### config.mk
export PLATFORM = sky130hd
export DESIGN_NAME = adc_sequence_status_logic
export DESIGN_NICKNAME = d
export VERILOG_FILES = /design/src/adc_seq_pkg.sv /design/src/adc_sequence_status_logic.sv
export SDC_FILE = /design/constraint.sdc
export NUM_CORES = 1
export LEC_CHECK = 0
export ABC_AREA = 1
export BUFFER_PORTS_ARGS = -buffer_cell sky130_fd_sc_hd__buf_2
export CAP_MARGIN = 15
export CORE_MARGIN = 5
export CORE_UTILIZATION = 53
export DETAILED_ROUTE_END_ITERATION = 10
export GPL_TIMING_DRIVEN = 1
export HOLD_SLACK_MARGIN = 0.05
export PLACE_DENSITY = 0.75
export SLEW_MARGIN = 20
export SYNTH_ARGS = -nofsm -noshare
export SYNTH_HDL_FRONTEND = slang
export SYNTH_SLANG_ARGS = --single-unit
### constraint.sdc
create_clock -name ref_clk_i -period 2 [get_ports ref_clk_i]
set_input_delay 0.5 -clock ref_clk_i [delete_from_list [all_inputs] [get_ports ref_clk_i]]
set_output_delay 0.5 -clock ref_clk_i [all_outputs]
set_load 0.05 [all_outputs]
### src/adc_seq_pkg.sv
// Package with register map, field layout and types for the converter sequencing and status logic.
// Overview of operation
// RULE1 - Four-conversion multichannel: top bits pick group
// RULE2 - Eight-conversion multichannel: top bit picks block
// RULE3 - Single channel: all four bits, repeated
// RULE4 - Sequence flag set once, first sequence
// RULE5 - Sequence flag cleared by start or read; the code clears it on a result read only when fast clear is on
// RULE6 - Three-bit counter points at next slot
// RULE7 - One done flag per slot, sticky
// RULE8 - Fast clear: any read clears; else qualified
// RULE9 - Status readable; flag writes special only
// RULE10 - Test register special modes only, else zero
// RULE11 - Approximation field reads and loads register
// RULE12 - Soft reset restores all but power
// RULE13 - Four-bit test select plus mux output bit
// RULE14 - Port register returns pin levels, read-only
// RULE15 - Start write aborts and clears flags
// RULE16 - Length select: four or eight conversions
// RULE17 - Repeat bit: single or continuous sequences
// RULE18 - Result slots read-only, left-justified
// RULE19 - Continuous mode wraps counter, overwrites slots
package adc_seq_pkg;
    localparam logic [7:0] OFS_START   = 8'h00;
    localparam logic [7:0] OFS_STATUS  = 8'h04;
    localparam logic [7:0] OFS_TEST    = 8'h08;
    localparam logic [7:0] OFS_PORT    = 8'h0c;
    localparam logic [7:0] OFS_POWER   = 8'h10;
    localparam logic [7:0] OFS_IRQ_ST  = 8'h14;
    localparam logic [7:0] OFS_IRQ_MSK = 8'h18;
    localparam logic [7:0] OFS_RESULT  = 8'h20;
    localparam int START_CH_LSB   = 0;
    localparam int START_MULTI    = 4;
    localparam int START_REPEAT   = 5;
    localparam int START_EIGHT    = 6;
    localparam int POWER_EN       = 0;
    localparam int POWER_FAST     = 1;
    localparam int STAT_CNT_LSB   = 8;
    localparam int STAT_SEQ       = 15;
    localparam int TEST_SOFT_RST  = 10;
    localparam int TEST_MUX_OUT   = 11;
    localparam int TEST_SEL_LSB   = 12;
    localparam int IRQ_SEQ        = 0;
    localparam int IRQ_CONV       = 1;
    localparam logic [3:0] CH_REF_HIGH = 4'hc;

    typedef struct packed {
        logic       eight_conv_select;
        logic       repeat_sequence;
        logic       multi_channel_enable;
        logic [3:0] chan_sel;
    } start_ctrl_t;

    typedef struct packed {
        logic       test_mux_output;
        logic [3:0] factory_test_select;
    } test_ctrl_t;

    typedef enum logic [2:0] {
        ST_IDLE = 3'b001,
        ST_CONV = 3'b010,
        ST_WAIT = 3'b100
    } seq_state_t;
endpackage

### src/adc_sequence_status_logic.sv
// Sequencer, status flags, test register and APB slave of the converter.
`timescale 1ns/1ns
module adc_sequence_status_logic #(
    parameter int RES_W = 10
) (
    input  wire logic              ref_clk_i,     // 100 MHz clock
    input  wire logic              reset_n_i,     // Async reset, active low
    input  wire logic              psel_i,        // APB select
    input  wire logic              penable_i,     // APB enable
    input  wire logic              pwrite_i,      // APB direction
    input  wire logic [7:0]        paddr_i,       // APB byte address
    input  wire logic [31:0]       pwdata_i,      // APB write data
    output logic      [31:0]       prdata_o,      // APB read data
    output logic                   pready_o,      // APB ready
    output logic                   pslverr_o,     // APB error, unmapped
    input  wire logic              special_mode_i,// Special operating mode
    input  wire logic [7:0]        port_pin_inputs_i, // Analog pin levels
    output logic                   conv_req_o,    // Start one conversion
    output logic      [3:0]        conv_chan_o,   // Channel to convert
    input  wire logic              conv_done_i,   // Core conversion end pulse
    input  wire logic [RES_W-1:0]  conv_result_i, // Core result
    input  wire logic [RES_W-1:0]  approx_bits_i, // Live approximation reg
    output logic                   approx_load_o, // Load approximation reg
    output logic      [RES_W-1:0]  approx_data_o, // Value to load
    output logic      [4:0]        test_ctrl_o,   // Factory test select and mux
    output logic                   power_en_o,    // Converter power enable
    output logic                   irq_o          // Level interrupt
);
    import adc_seq_pkg::*;

    initial
    begin
        // Above ten bits the approximation field would run into the reset and test bits.
        if (RES_W < 1 || RES_W > 10)
            $error("RES_W must be 1..10");
    end

    seq_state_t       state_r, state_nxt;
    start_ctrl_t      start_r, start_nxt;
    test_ctrl_t       test_r, test_nxt;
    logic [2:0]       cnt_r, cnt_nxt;
    logic             seq_flag_r, seq_flag_nxt;
    logic             first_r, first_nxt;
    logic [7:0]       done_r, done_nxt;
    logic [7:0]       qual_r, qual_nxt;
    logic [15:0]      slot_r [8];
    logic [15:0]      slot_nxt [8];
    logic             power_r, power_nxt;
    logic             fast_r, fast_nxt;
    logic [1:0]       ist_r, ist_nxt;
    logic [1:0]       imsk_r, imsk_nxt;
    logic [31:0]      rdata_nxt;
    logic             ready_nxt, err_nxt, irq_nxt;
    logic             req_nxt, ld_nxt;
    logic [3:0]       chan_nxt;

    // A request is taken one cycle before pready, giving exactly one wait state; the
    // registered answer keeps the read multiplexer out of the prdata_o timing path.
    wire logic access = psel_i && penable_i && !pready_o;
    wire logic wr     = access && pwrite_i;
    wire logic rd     = access && !pwrite_i;
    wire logic in_res = paddr_i[7:5] == OFS_RESULT[7:5] && paddr_i[1:0] == 2'b00;
    wire logic [2:0] rslot = paddr_i[4:2];
    wire logic soft_rst = wr && paddr_i == OFS_TEST && special_mode_i && pwdata_i[TEST_SOFT_RST];
    wire logic start_wr = wr && paddr_i == OFS_START;

    // Channel for the conversion in slot n.
    function automatic logic [3:0] chan_of(input start_ctrl_t s, input logic [2:0] n);
        logic [3:0] c;
        c = s.chan_sel;
        if (!s.multi_channel_enable)
            chan_of = c;                                         // RULE3
        else if (s.eight_conv_select)
            chan_of = {c[3], n};                                 // RULE2
        else
            chan_of = {c[3:2], n[1:0]};                          // RULE1
    endfunction

    always_comb
    begin
        state_nxt    = state_r;
        start_nxt    = start_r;
        test_nxt     = test_r;
        cnt_nxt      = cnt_r;
        seq_flag_nxt = seq_flag_r;
        first_nxt    = first_r;
        done_nxt     = done_r;
        qual_nxt     = qual_r;
        slot_nxt     = slot_r;
        power_nxt    = power_r;
        fast_nxt     = fast_r;
        ist_nxt      = ist_r;
        imsk_nxt     = imsk_r;
        rdata_nxt    = 32'h0000_0000;
        ready_nxt    = access;
        err_nxt      = 1'b0;
        req_nxt      = 1'b0;
        ld_nxt       = 1'b0;
        chan_nxt     = conv_chan_o;

        // Sequencer.
        case (state_r)
            ST_IDLE:
            begin
            end
            ST_CONV:
            begin
                req_nxt   = 1'b1;
                chan_nxt  = chan_of(start_r, cnt_r);
                state_nxt = ST_WAIT;
            end
            ST_WAIT:
            begin
                // Done pulses outside this state are dropped; an aborted conversion whose pulse arrives in this state still fills slot cnt_r.
                if (conv_done_i)
                begin
                    slot_nxt[cnt_r] = 16'(conv_result_i) << (16 - RES_W);  // RULE18
                    done_nxt[cnt_r] = 1'b1;                                // RULE7
                    ist_nxt[IRQ_CONV] = 1'b1;
                    cnt_nxt = cnt_r + 3'h1;                                // RULE6
                    state_nxt = ST_CONV;
                    if (cnt_r == (start_r.eight_conv_select ? 3'h7 : 3'h3)) // RULE16
                    begin
                        cnt_nxt = 3'h0;                                    // RULE19
                        if (first_r)
                        begin
                            seq_flag_nxt = 1'b1;                           // RULE4
                            ist_nxt[IRQ_SEQ] = 1'b1;
                        end
                        first_nxt = 1'b0;
                        if (!start_r.repeat_sequence)                      // RULE17
                            state_nxt = ST_IDLE;
                    end
                end
            end
            default:
                state_nxt = ST_IDLE;
        endcase
        if (!power_r)
            state_nxt = ST_IDLE;

        // Register access.
        if (rd)
        begin
            if (paddr_i == OFS_STATUS)                                     // RULE9
            begin
                rdata_nxt[7:0] = done_r;
                rdata_nxt[STAT_CNT_LSB +: 3] = cnt_r;
                rdata_nxt[STAT_SEQ] = seq_flag_r;
                qual_nxt = done_r;
            end
            else if (paddr_i == OFS_START)
                rdata_nxt[6:0] = start_r;
            else if (paddr_i == OFS_TEST)
            begin
                if (special_mode_i)                                        // RULE10
                begin
                    rdata_nxt[RES_W-1:0] = approx_bits_i;                  // RULE11
                    rdata_nxt[TEST_MUX_OUT] = test_r.test_mux_output;
                    rdata_nxt[TEST_SEL_LSB +: 4] = test_r.factory_test_select;
                end
            end
            else if (paddr_i == OFS_PORT)
                rdata_nxt[7:0] = port_pin_inputs_i;                        // RULE14
            else if (paddr_i == OFS_POWER)
                rdata_nxt[1:0] = {fast_r, power_r};
            else if (paddr_i == OFS_IRQ_ST)
                rdata_nxt[1:0] = ist_r;
            else if (paddr_i == OFS_IRQ_MSK)
                rdata_nxt[1:0] = imsk_r;
            else if (in_res)
            begin
                rdata_nxt[15:0] = slot_r[rslot];
                if (fast_r || qual_r[rslot])                               // RULE8
                begin
                    if (!(conv_done_i && state_r == ST_WAIT && cnt_r == rslot))
                        done_nxt[rslot] = 1'b0;
                    qual_nxt[rslot] = 1'b0;
                end
                // Only a flag that stood before this read is cleared; a sequence ending now stays visible.
                if (fast_r)
                    seq_flag_nxt = seq_flag_nxt && !seq_flag_r;            // RULE5
            end
            else
                err_nxt = 1'b1;
        end
        if (wr)
        begin
            if (paddr_i == OFS_START)
            begin
                start_nxt = start_ctrl_t'(pwdata_i[6:0]);
                cnt_nxt   = 3'h0;                                          // RULE15
                done_nxt  = 8'h00;
                qual_nxt  = 8'h00;
                first_nxt = 1'b1;
                seq_flag_nxt = 1'b0;                                       // RULE5
                state_nxt = power_r ? ST_CONV : ST_IDLE;
            end
            else if (paddr_i == OFS_STATUS)
            begin
                if (special_mode_i)                                        // RULE9
                begin
                    // A conversion ending in the same cycle as a flag write keeps its flag if that flag was clear before: set wins.
                    done_nxt = pwdata_i[7:0] | (done_nxt & ~done_r);
                    seq_flag_nxt = pwdata_i[STAT_SEQ] | (seq_flag_nxt & !seq_flag_r);
                end
            end
            else if (paddr_i == OFS_TEST)
            begin
                if (special_mode_i)                                        // RULE10
                begin
                    ld_nxt = 1'b1;                                         // RULE11
                    test_nxt.test_mux_output = pwdata_i[TEST_MUX_OUT];     // RULE13
                    test_nxt.factory_test_select = pwdata_i[TEST_SEL_LSB +: 4];
                end
            end
            else if (paddr_i == OFS_POWER)
                {fast_nxt, power_nxt} = pwdata_i[1:0];
            else if (paddr_i == OFS_IRQ_ST)
                ist_nxt = ist_nxt & ~pwdata_i[1:0] | (ist_nxt & ~ist_r);
            else if (paddr_i == OFS_IRQ_MSK)
                imsk_nxt = pwdata_i[1:0];
            else if (!(paddr_i == OFS_PORT || in_res))                     // RULE14
                err_nxt = 1'b1;
        end
        irq_nxt = |(ist_nxt & imsk_nxt);
    end

    always_ff @(posedge ref_clk_i or negedge reset_n_i)
    begin
        if (!reset_n_i)
        begin
            state_r    <= ST_IDLE;
            start_r    <= '0;
            test_r     <= '0;
            cnt_r      <= 3'h0;
            seq_flag_r <= 1'b0;
            first_r    <= 1'b0;
            done_r     <= 8'h00;
            qual_r     <= 8'h00;
            slot_r     <= '{default: 16'h0000};
            power_r    <= 1'b0;
            fast_r     <= 1'b0;
            ist_r      <= 2'h0;
            imsk_r     <= 2'h0;
            prdata_o   <= 32'h0000_0000;
            pready_o   <= 1'b0;
            pslverr_o  <= 1'b0;
            conv_req_o <= 1'b0;
            conv_chan_o <= 4'h0;
            approx_load_o <= 1'b0;
            approx_data_o <= '0;
            irq_o      <= 1'b0;
        end
        else if (soft_rst)
        begin
            state_r    <= ST_IDLE;                                         // RULE12
            start_r    <= '0;
            test_r     <= '0;
            cnt_r      <= 3'h0;
            seq_flag_r <= 1'b0;
            first_r    <= 1'b0;
            done_r     <= 8'h00;
            qual_r     <= 8'h00;
            slot_r     <= '{default: 16'h0000};
            fast_r     <= 1'b0;
            ist_r      <= 2'h0;
            imsk_r     <= 2'h0;
            prdata_o   <= 32'h0000_0000;
            pready_o   <= 1'b1;
            pslverr_o  <= 1'b0;
            conv_req_o <= 1'b0;
            approx_load_o <= 1'b0;
            irq_o      <= 1'b0;
        end
        else
        begin
            state_r    <= state_nxt;
            start_r    <= start_nxt;
            test_r     <= test_nxt;
            cnt_r      <= cnt_nxt;
            seq_flag_r <= seq_flag_nxt;
            first_r    <= first_nxt;
            done_r     <= done_nxt;
            qual_r     <= qual_nxt;
            slot_r     <= slot_nxt;
            power_r    <= power_nxt;
            fast_r     <= fast_nxt;
            ist_r      <= ist_nxt;
            imsk_r     <= imsk_nxt;
            prdata_o   <= rdata_nxt;
            pready_o   <= ready_nxt;
            pslverr_o  <= err_nxt;
            conv_req_o <= req_nxt;
            conv_chan_o <= chan_nxt;
            approx_load_o <= ld_nxt;
            approx_data_o <= pwdata_i[RES_W-1:0];
            irq_o      <= irq_nxt;
        end
    end

    assign test_ctrl_o = test_r;
    assign power_en_o  = power_r;

    a_seq_flag_start: assert property (@(posedge ref_clk_i) disable iff (!reset_n_i) // RULE5
        (start_wr && !soft_rst) |=> !seq_flag_r) else $error("sequence flag not cleared by start");
    a_start_clears: assert property (@(posedge ref_clk_i) disable iff (!reset_n_i) // RULE15
        (start_wr && !soft_rst) |=> (done_r == 8'h00 && cnt_r == 3'h0)) else $error("start did not clear");
    a_test_zero: assert property (@(posedge ref_clk_i) disable iff (!reset_n_i) // RULE10
        (rd && paddr_i == OFS_TEST && !special_mode_i) |=> prdata_o == 32'h0) else $error("test read not zero");
    a_port_read: assert property (@(posedge ref_clk_i) disable iff (!reset_n_i) // RULE14
        (rd && paddr_i == OFS_PORT) |=> prdata_o[7:0] == $past(port_pin_inputs_i)) else $error("port read wrong");
    a_done_set: assert property (@(posedge ref_clk_i) disable iff (!reset_n_i) // RULE7
        (state_r == ST_WAIT && conv_done_i && !wr && !soft_rst) |=> done_r[$past(cnt_r)]) else $error("done flag not set");
    a_single_chan: assert property (@(posedge ref_clk_i) disable iff (!reset_n_i) // RULE3
        (state_r == ST_CONV && !start_r.multi_channel_enable && !soft_rst) |=> conv_chan_o == $past(start_r.chan_sel))
        else $error("single channel mismatch");
    a_fast_clear: assert property (@(posedge ref_clk_i) disable iff (!reset_n_i) // RULE8
        (rd && in_res && fast_r && !conv_done_i && !soft_rst) |=> !done_r[$past(rslot)]) else $error("fast clear failed");
    a_no_repeat_stop: assert property (@(posedge ref_clk_i) disable iff (!reset_n_i) // RULE17
        (state_r == ST_WAIT && conv_done_i && !start_r.repeat_sequence && !wr && !soft_rst
         && cnt_r == (start_r.eight_conv_select ? 3'h7 : 3'h3)) |=> state_r == ST_IDLE) else $error("sequence did not stop");
    a_irq_level: assert property (@(posedge ref_clk_i) disable iff (!reset_n_i)
        irq_o == |(ist_r & imsk_r)) else $error("irq level wrong");

    // Properties guarding the bus answer, the flags, the counter and the soft reset.
    a_ready_pulse: assert property (@(posedge ref_clk_i) disable iff (!reset_n_i)
        pready_o |=> !pready_o) else $error("pready held for more than one cycle");
    a_seq_once: assert property (@(posedge ref_clk_i) disable iff (!reset_n_i) // RULE4
        (state_r == ST_WAIT && conv_done_i && !first_r && !seq_flag_r && !wr && !soft_rst)
        |=> !seq_flag_r) else $error("sequence flag set after first sequence");
    a_cnt_wrap: assert property (@(posedge ref_clk_i) disable iff (!reset_n_i) // RULE19
        (state_r == ST_WAIT && conv_done_i && start_r.repeat_sequence && power_r && !wr && !soft_rst
         && cnt_r == (start_r.eight_conv_select ? 3'h7 : 3'h3)) |=> (cnt_r == 3'h0 && state_r == ST_CONV))
        else $error("continuous sequence did not wrap");
    a_normal_clear: assert property (@(posedge ref_clk_i) disable iff (!reset_n_i) // RULE8
        (rd && in_res && !fast_r && !qual_r[rslot] && done_r[rslot] && !soft_rst) |=> done_r[$past(rslot)])
        else $error("unqualified read cleared a flag");
    a_soft_reset: assert property (@(posedge ref_clk_i) disable iff (!reset_n_i) // RULE12
        soft_rst |=> (state_r == ST_IDLE && done_r == 8'h00 && !seq_flag_r && power_r == $past(power_r)))
        else $error("soft reset incomplete");
endmodule

==> impl_metrics.py <==
metrics = {
    "floorplan": {
        "io_pins": 132,
        "die-area_um2": 19200,
        "fp.coreArea_um2": 16400,
        "die_w_um": 138,
        "rows": 47,
        "start_util_pct": 53.3,
        "die_y_um": 138,
    },
    "drt": {
        "viasPerCell": 5.38,
        "ant_nets": 0,
        "dr.pass1.iters": 5,
        "routed_wl_mm": 26.6,
        "drtIter0Drc": 997,
        "wl_per_cell_um": 17.0,
        "num_vias": 8445,
        "drc": 0,
    },
    "power_and_ir_drop": {
        "p_leak_nw": 6.12,
        "power.density_nw_per_um2": 714,
        "irDropWorstVdd_mv": 0.671,
    },
    "global_routing": {
        "grt_usage_pct": 27.8,
        "gr-total-overflow": 0,
        "grt_pass1_wl_mm": 42.4,
        "antenna_found_initial": 0,
        "grt_pass1_vias": 7981,
        "grt_max_degree": 48,
    },
    "worst_setup_path": {
        "worstPathMaxFanout": 10,
        "arrival_ns": 2.16,
        "r2r_start": "state_r[0]",
        "timing.rr.end": "slot_r[47]",
        "crit_required_ns": 2.33,
        "reg2reg_depth": 10,
        "crit_path_end_kind": "register",
        "criticalPathCategory": "reg2reg",
        "worstSetupStartpointType": "register",
        "r2r_setup_slack_ns": 0.18,
    },
    "cts": {
        "cts_tree": "done",
        "root_buffer": "clkbuf_16",
        "clock-sinks": 157,
        "htree_levels": 4,
        "clk_pin_slew_ns": 0.06,
        "insertion_delay_ns": 0.44,
        "cts_made_buffers": 17,
        "clockBufferDepth": 2,
    },
    "finish": {
        "fin_util_pct": 63.9,
        "fillers": 1400,
        "final_common_cell": "nand2_1",
        "synthToLayoutAreaGrowth_pct": 19.9,
        "nets": 1413,
        "antenna-diode-count": 0,
        "final_cell_mix": "nand2_1 (463), inv_1 (167), dfrtp_1 (156)",
        "drive_gt1_share_pct": 19.2,
    },
    "yosys": {
        "synth_cells": 1195,
        "async_flop_share_pct": 100,
        "ys_seq_area_share_pct": 44.9,
        "synth_ff_type": "dfrtp_1",
        "ys_ff_latch": 157,
        "ys_warn_count": 0,
        "synth_edf_count": 0,
        "syn_area_per_cell_um2": 7.32,
        "syn_area_um2": 8740,
        "ys_types": 49,
    },
    "timing": {
        "hold_violations": 0,
        "period_minus_slack_ns": 1.82,
        "finalSetupTns_ns": 0,
        "fmax_mhz": 548,
        "skew_ns": 0.00909,
        "setup_violations": 0,
        "rsz0062_at_grt": "no",
        "final_max_slew_viol_count": 0,
        "post-route-period-util_pct": 91.2,
    },
    "hold_path": {
        "whs_path_depth": 3,
        "min_to": "approx_data_o[9]",
        "hp-class": "in2reg",
        "holdCritStartpoint": "pwdata_i[9]",
    },
    "placed_design": {
        "portBuffers": 99,
        "gp_congestion": 0.981,
        "dpl.hpwl_mm": 18.6,
    },
    "job": {
        "drv_cap": 0,
    },
    "outcome": {
        "status": "finished clean",
    },
}
logic make-up after synthesis:
kind of cell / count (synthesis) / synth area share (%)
buffers and inverters: 242 / 12.4
and+or+nand+nor: 616 / 29.9
muxes: 14 / 1.79
adders and majority gates: 1 / 0.143
other: 1 / 0.0429
DFF: 157 / 44.9
AOI/OAI and AO/OA: 164 / 10.8
area by class of cell:
type,count,area [um2],share of cell area [%]
inverters,177,677,6.45
clock inverters,14,169,1.61
clock buffers,18,429,4.09
repair buffers,173,1220,11.7
flip-flops and latches,157,3930,37.5
well taps,220,275,2.62
multi-input cells,811,3780,36.1
registers in the layout (all words and copies together), names as in the netlist:
signal	flops
imsk_r	2
power_en_o	1
start_r	7
state_r	3
ist_r	2
test_ctrl_o	5
prdata_o	16
qual_r	8
cnt_r	3
conv_chan_o	4
approx_load_o	1
first_r	1
irq_o	1
slot_r	80
approx_data_o	10
conv_req_o	1
pslverr_o	1
seq_flag_r	1
pready_o	1
done_r	8
fast_r	1
critical path: stages, from the launching register on:
cell,delay [ns]
dfstp_2,0.54
nor2_2,0.05
nand3_4,0.13
nor2_4,0.05
buf_4,0.15
nand2_1,0.13
clkinv_1,0.34
nand2_1,0.16
nand2_1,0.06
nand2_1,0.06
inv_1,0.05
how the worst max path moves through the flow:
stage	start	cells past startpoint	endpoint
6_report	state_r[0]	10	slot_r[47]
5_1_grt	state_r[0]	10	slot_r[43]
4_1_cts	state_r[1]	8	slot_r[10]
3_5_place_dp	paddr_i[2]	12	start_r[2]
3_3_place_gp	paddr_i[3]	10	qual_r[7]
2_1_floorplan	pready_o	8	seq_flag_r
synthesized netlist by cell type, types with 4 or more instances:
| master | instances | area share, % |
|---|---|---|
| o2111ai_1 | 8 | 0.80 |
| nor2_2 | 6 | 0.43 |
| nand2_1 | 463 | 20 |
| a211oi_1 | 8 | 0.69 |
| dfrtp_1 | 156 | 45 |
| or2_2 | 6 | 0.43 |
| inv_2 | 6 | 0.26 |
| nand3_1 | 51 | 2.9 |
| nand2_2 | 5 | 0.36 |
| o31ai_1 | 5 | 0.43 |
| o22ai_1 | 15 | 1.1 |
| nand4_1 | 8 | 0.57 |
| mux2_2 | 13 | 1.7 |
| clkbuf_1 | 10 | 0.43 |
| inv_1 | 167 | 7.2 |
| buf_4 | 21 | 1.8 |
| a21oi_1 | 46 | 2.6 |
| buf_6 | 7 | 0.90 |
| nor2_4 | 8 | 1.0 |
| o211ai_1 | 7 | 0.60 |
| buf_2 | 27 | 1.5 |
| nor2_1 | 54 | 2.3 |
| a31oi_1 | 4 | 0.29 |
| o21ai_0 | 62 | 3.5 |
| o21ai_1 | 4 | 0.23 |
power breakdown:
part / internal, W / switching, W / total (W)
Clock: 0.00197 / 0.00138 / 0.00335
Combinational: 0.000261 / 0.000548 / 0.000809
Sequential: 0.00326 / 0.0000696 / 0.00333
stage by stage:
stage / area (um2) / worst slack [ns] / std cells / hold slack (ns) / power [W]
after floorplan: 8800 / 0.191 / 1210 / 0.204 / 0.00387
after global placement: 9880 / -0.0495 / 1537 / 0.452 / 0.00416
after detailed placement: 9880 / -0.0538 / 1537 / 0.454 / 0.00418
after CTS: 10500 / 0.194 / 1570 / 0.245 / 0.00749
after global routing: 10500 / 0.00947 / 1570 / 0.264 / 0.00774
final: 10500 / 0.176 / 1570 / 0.254 / 0.00748
per-layer routing:
layer  vias to the layer above  GRT usage, %  wire [um]
met5                         -             0          0
met4                         0          9.52        697
li1                       3981             -          -
met2                       494          41.3      11700
met3                        72          6.91       2700
met1                      3898          40.0      11500
timing repair:
| action | in CTS | in global routing |
|---|---|---|
| hold endpoints to repair | 41 | 0 |
| buffers inserted | 0 | 0 |
| gates resized for setup | 0 | 0 |
| hold buffers | 1 | 0 |
| setup endpoints to repair | 0 | 0 |
Note: power is estimated with default switching activity, not from simulation.
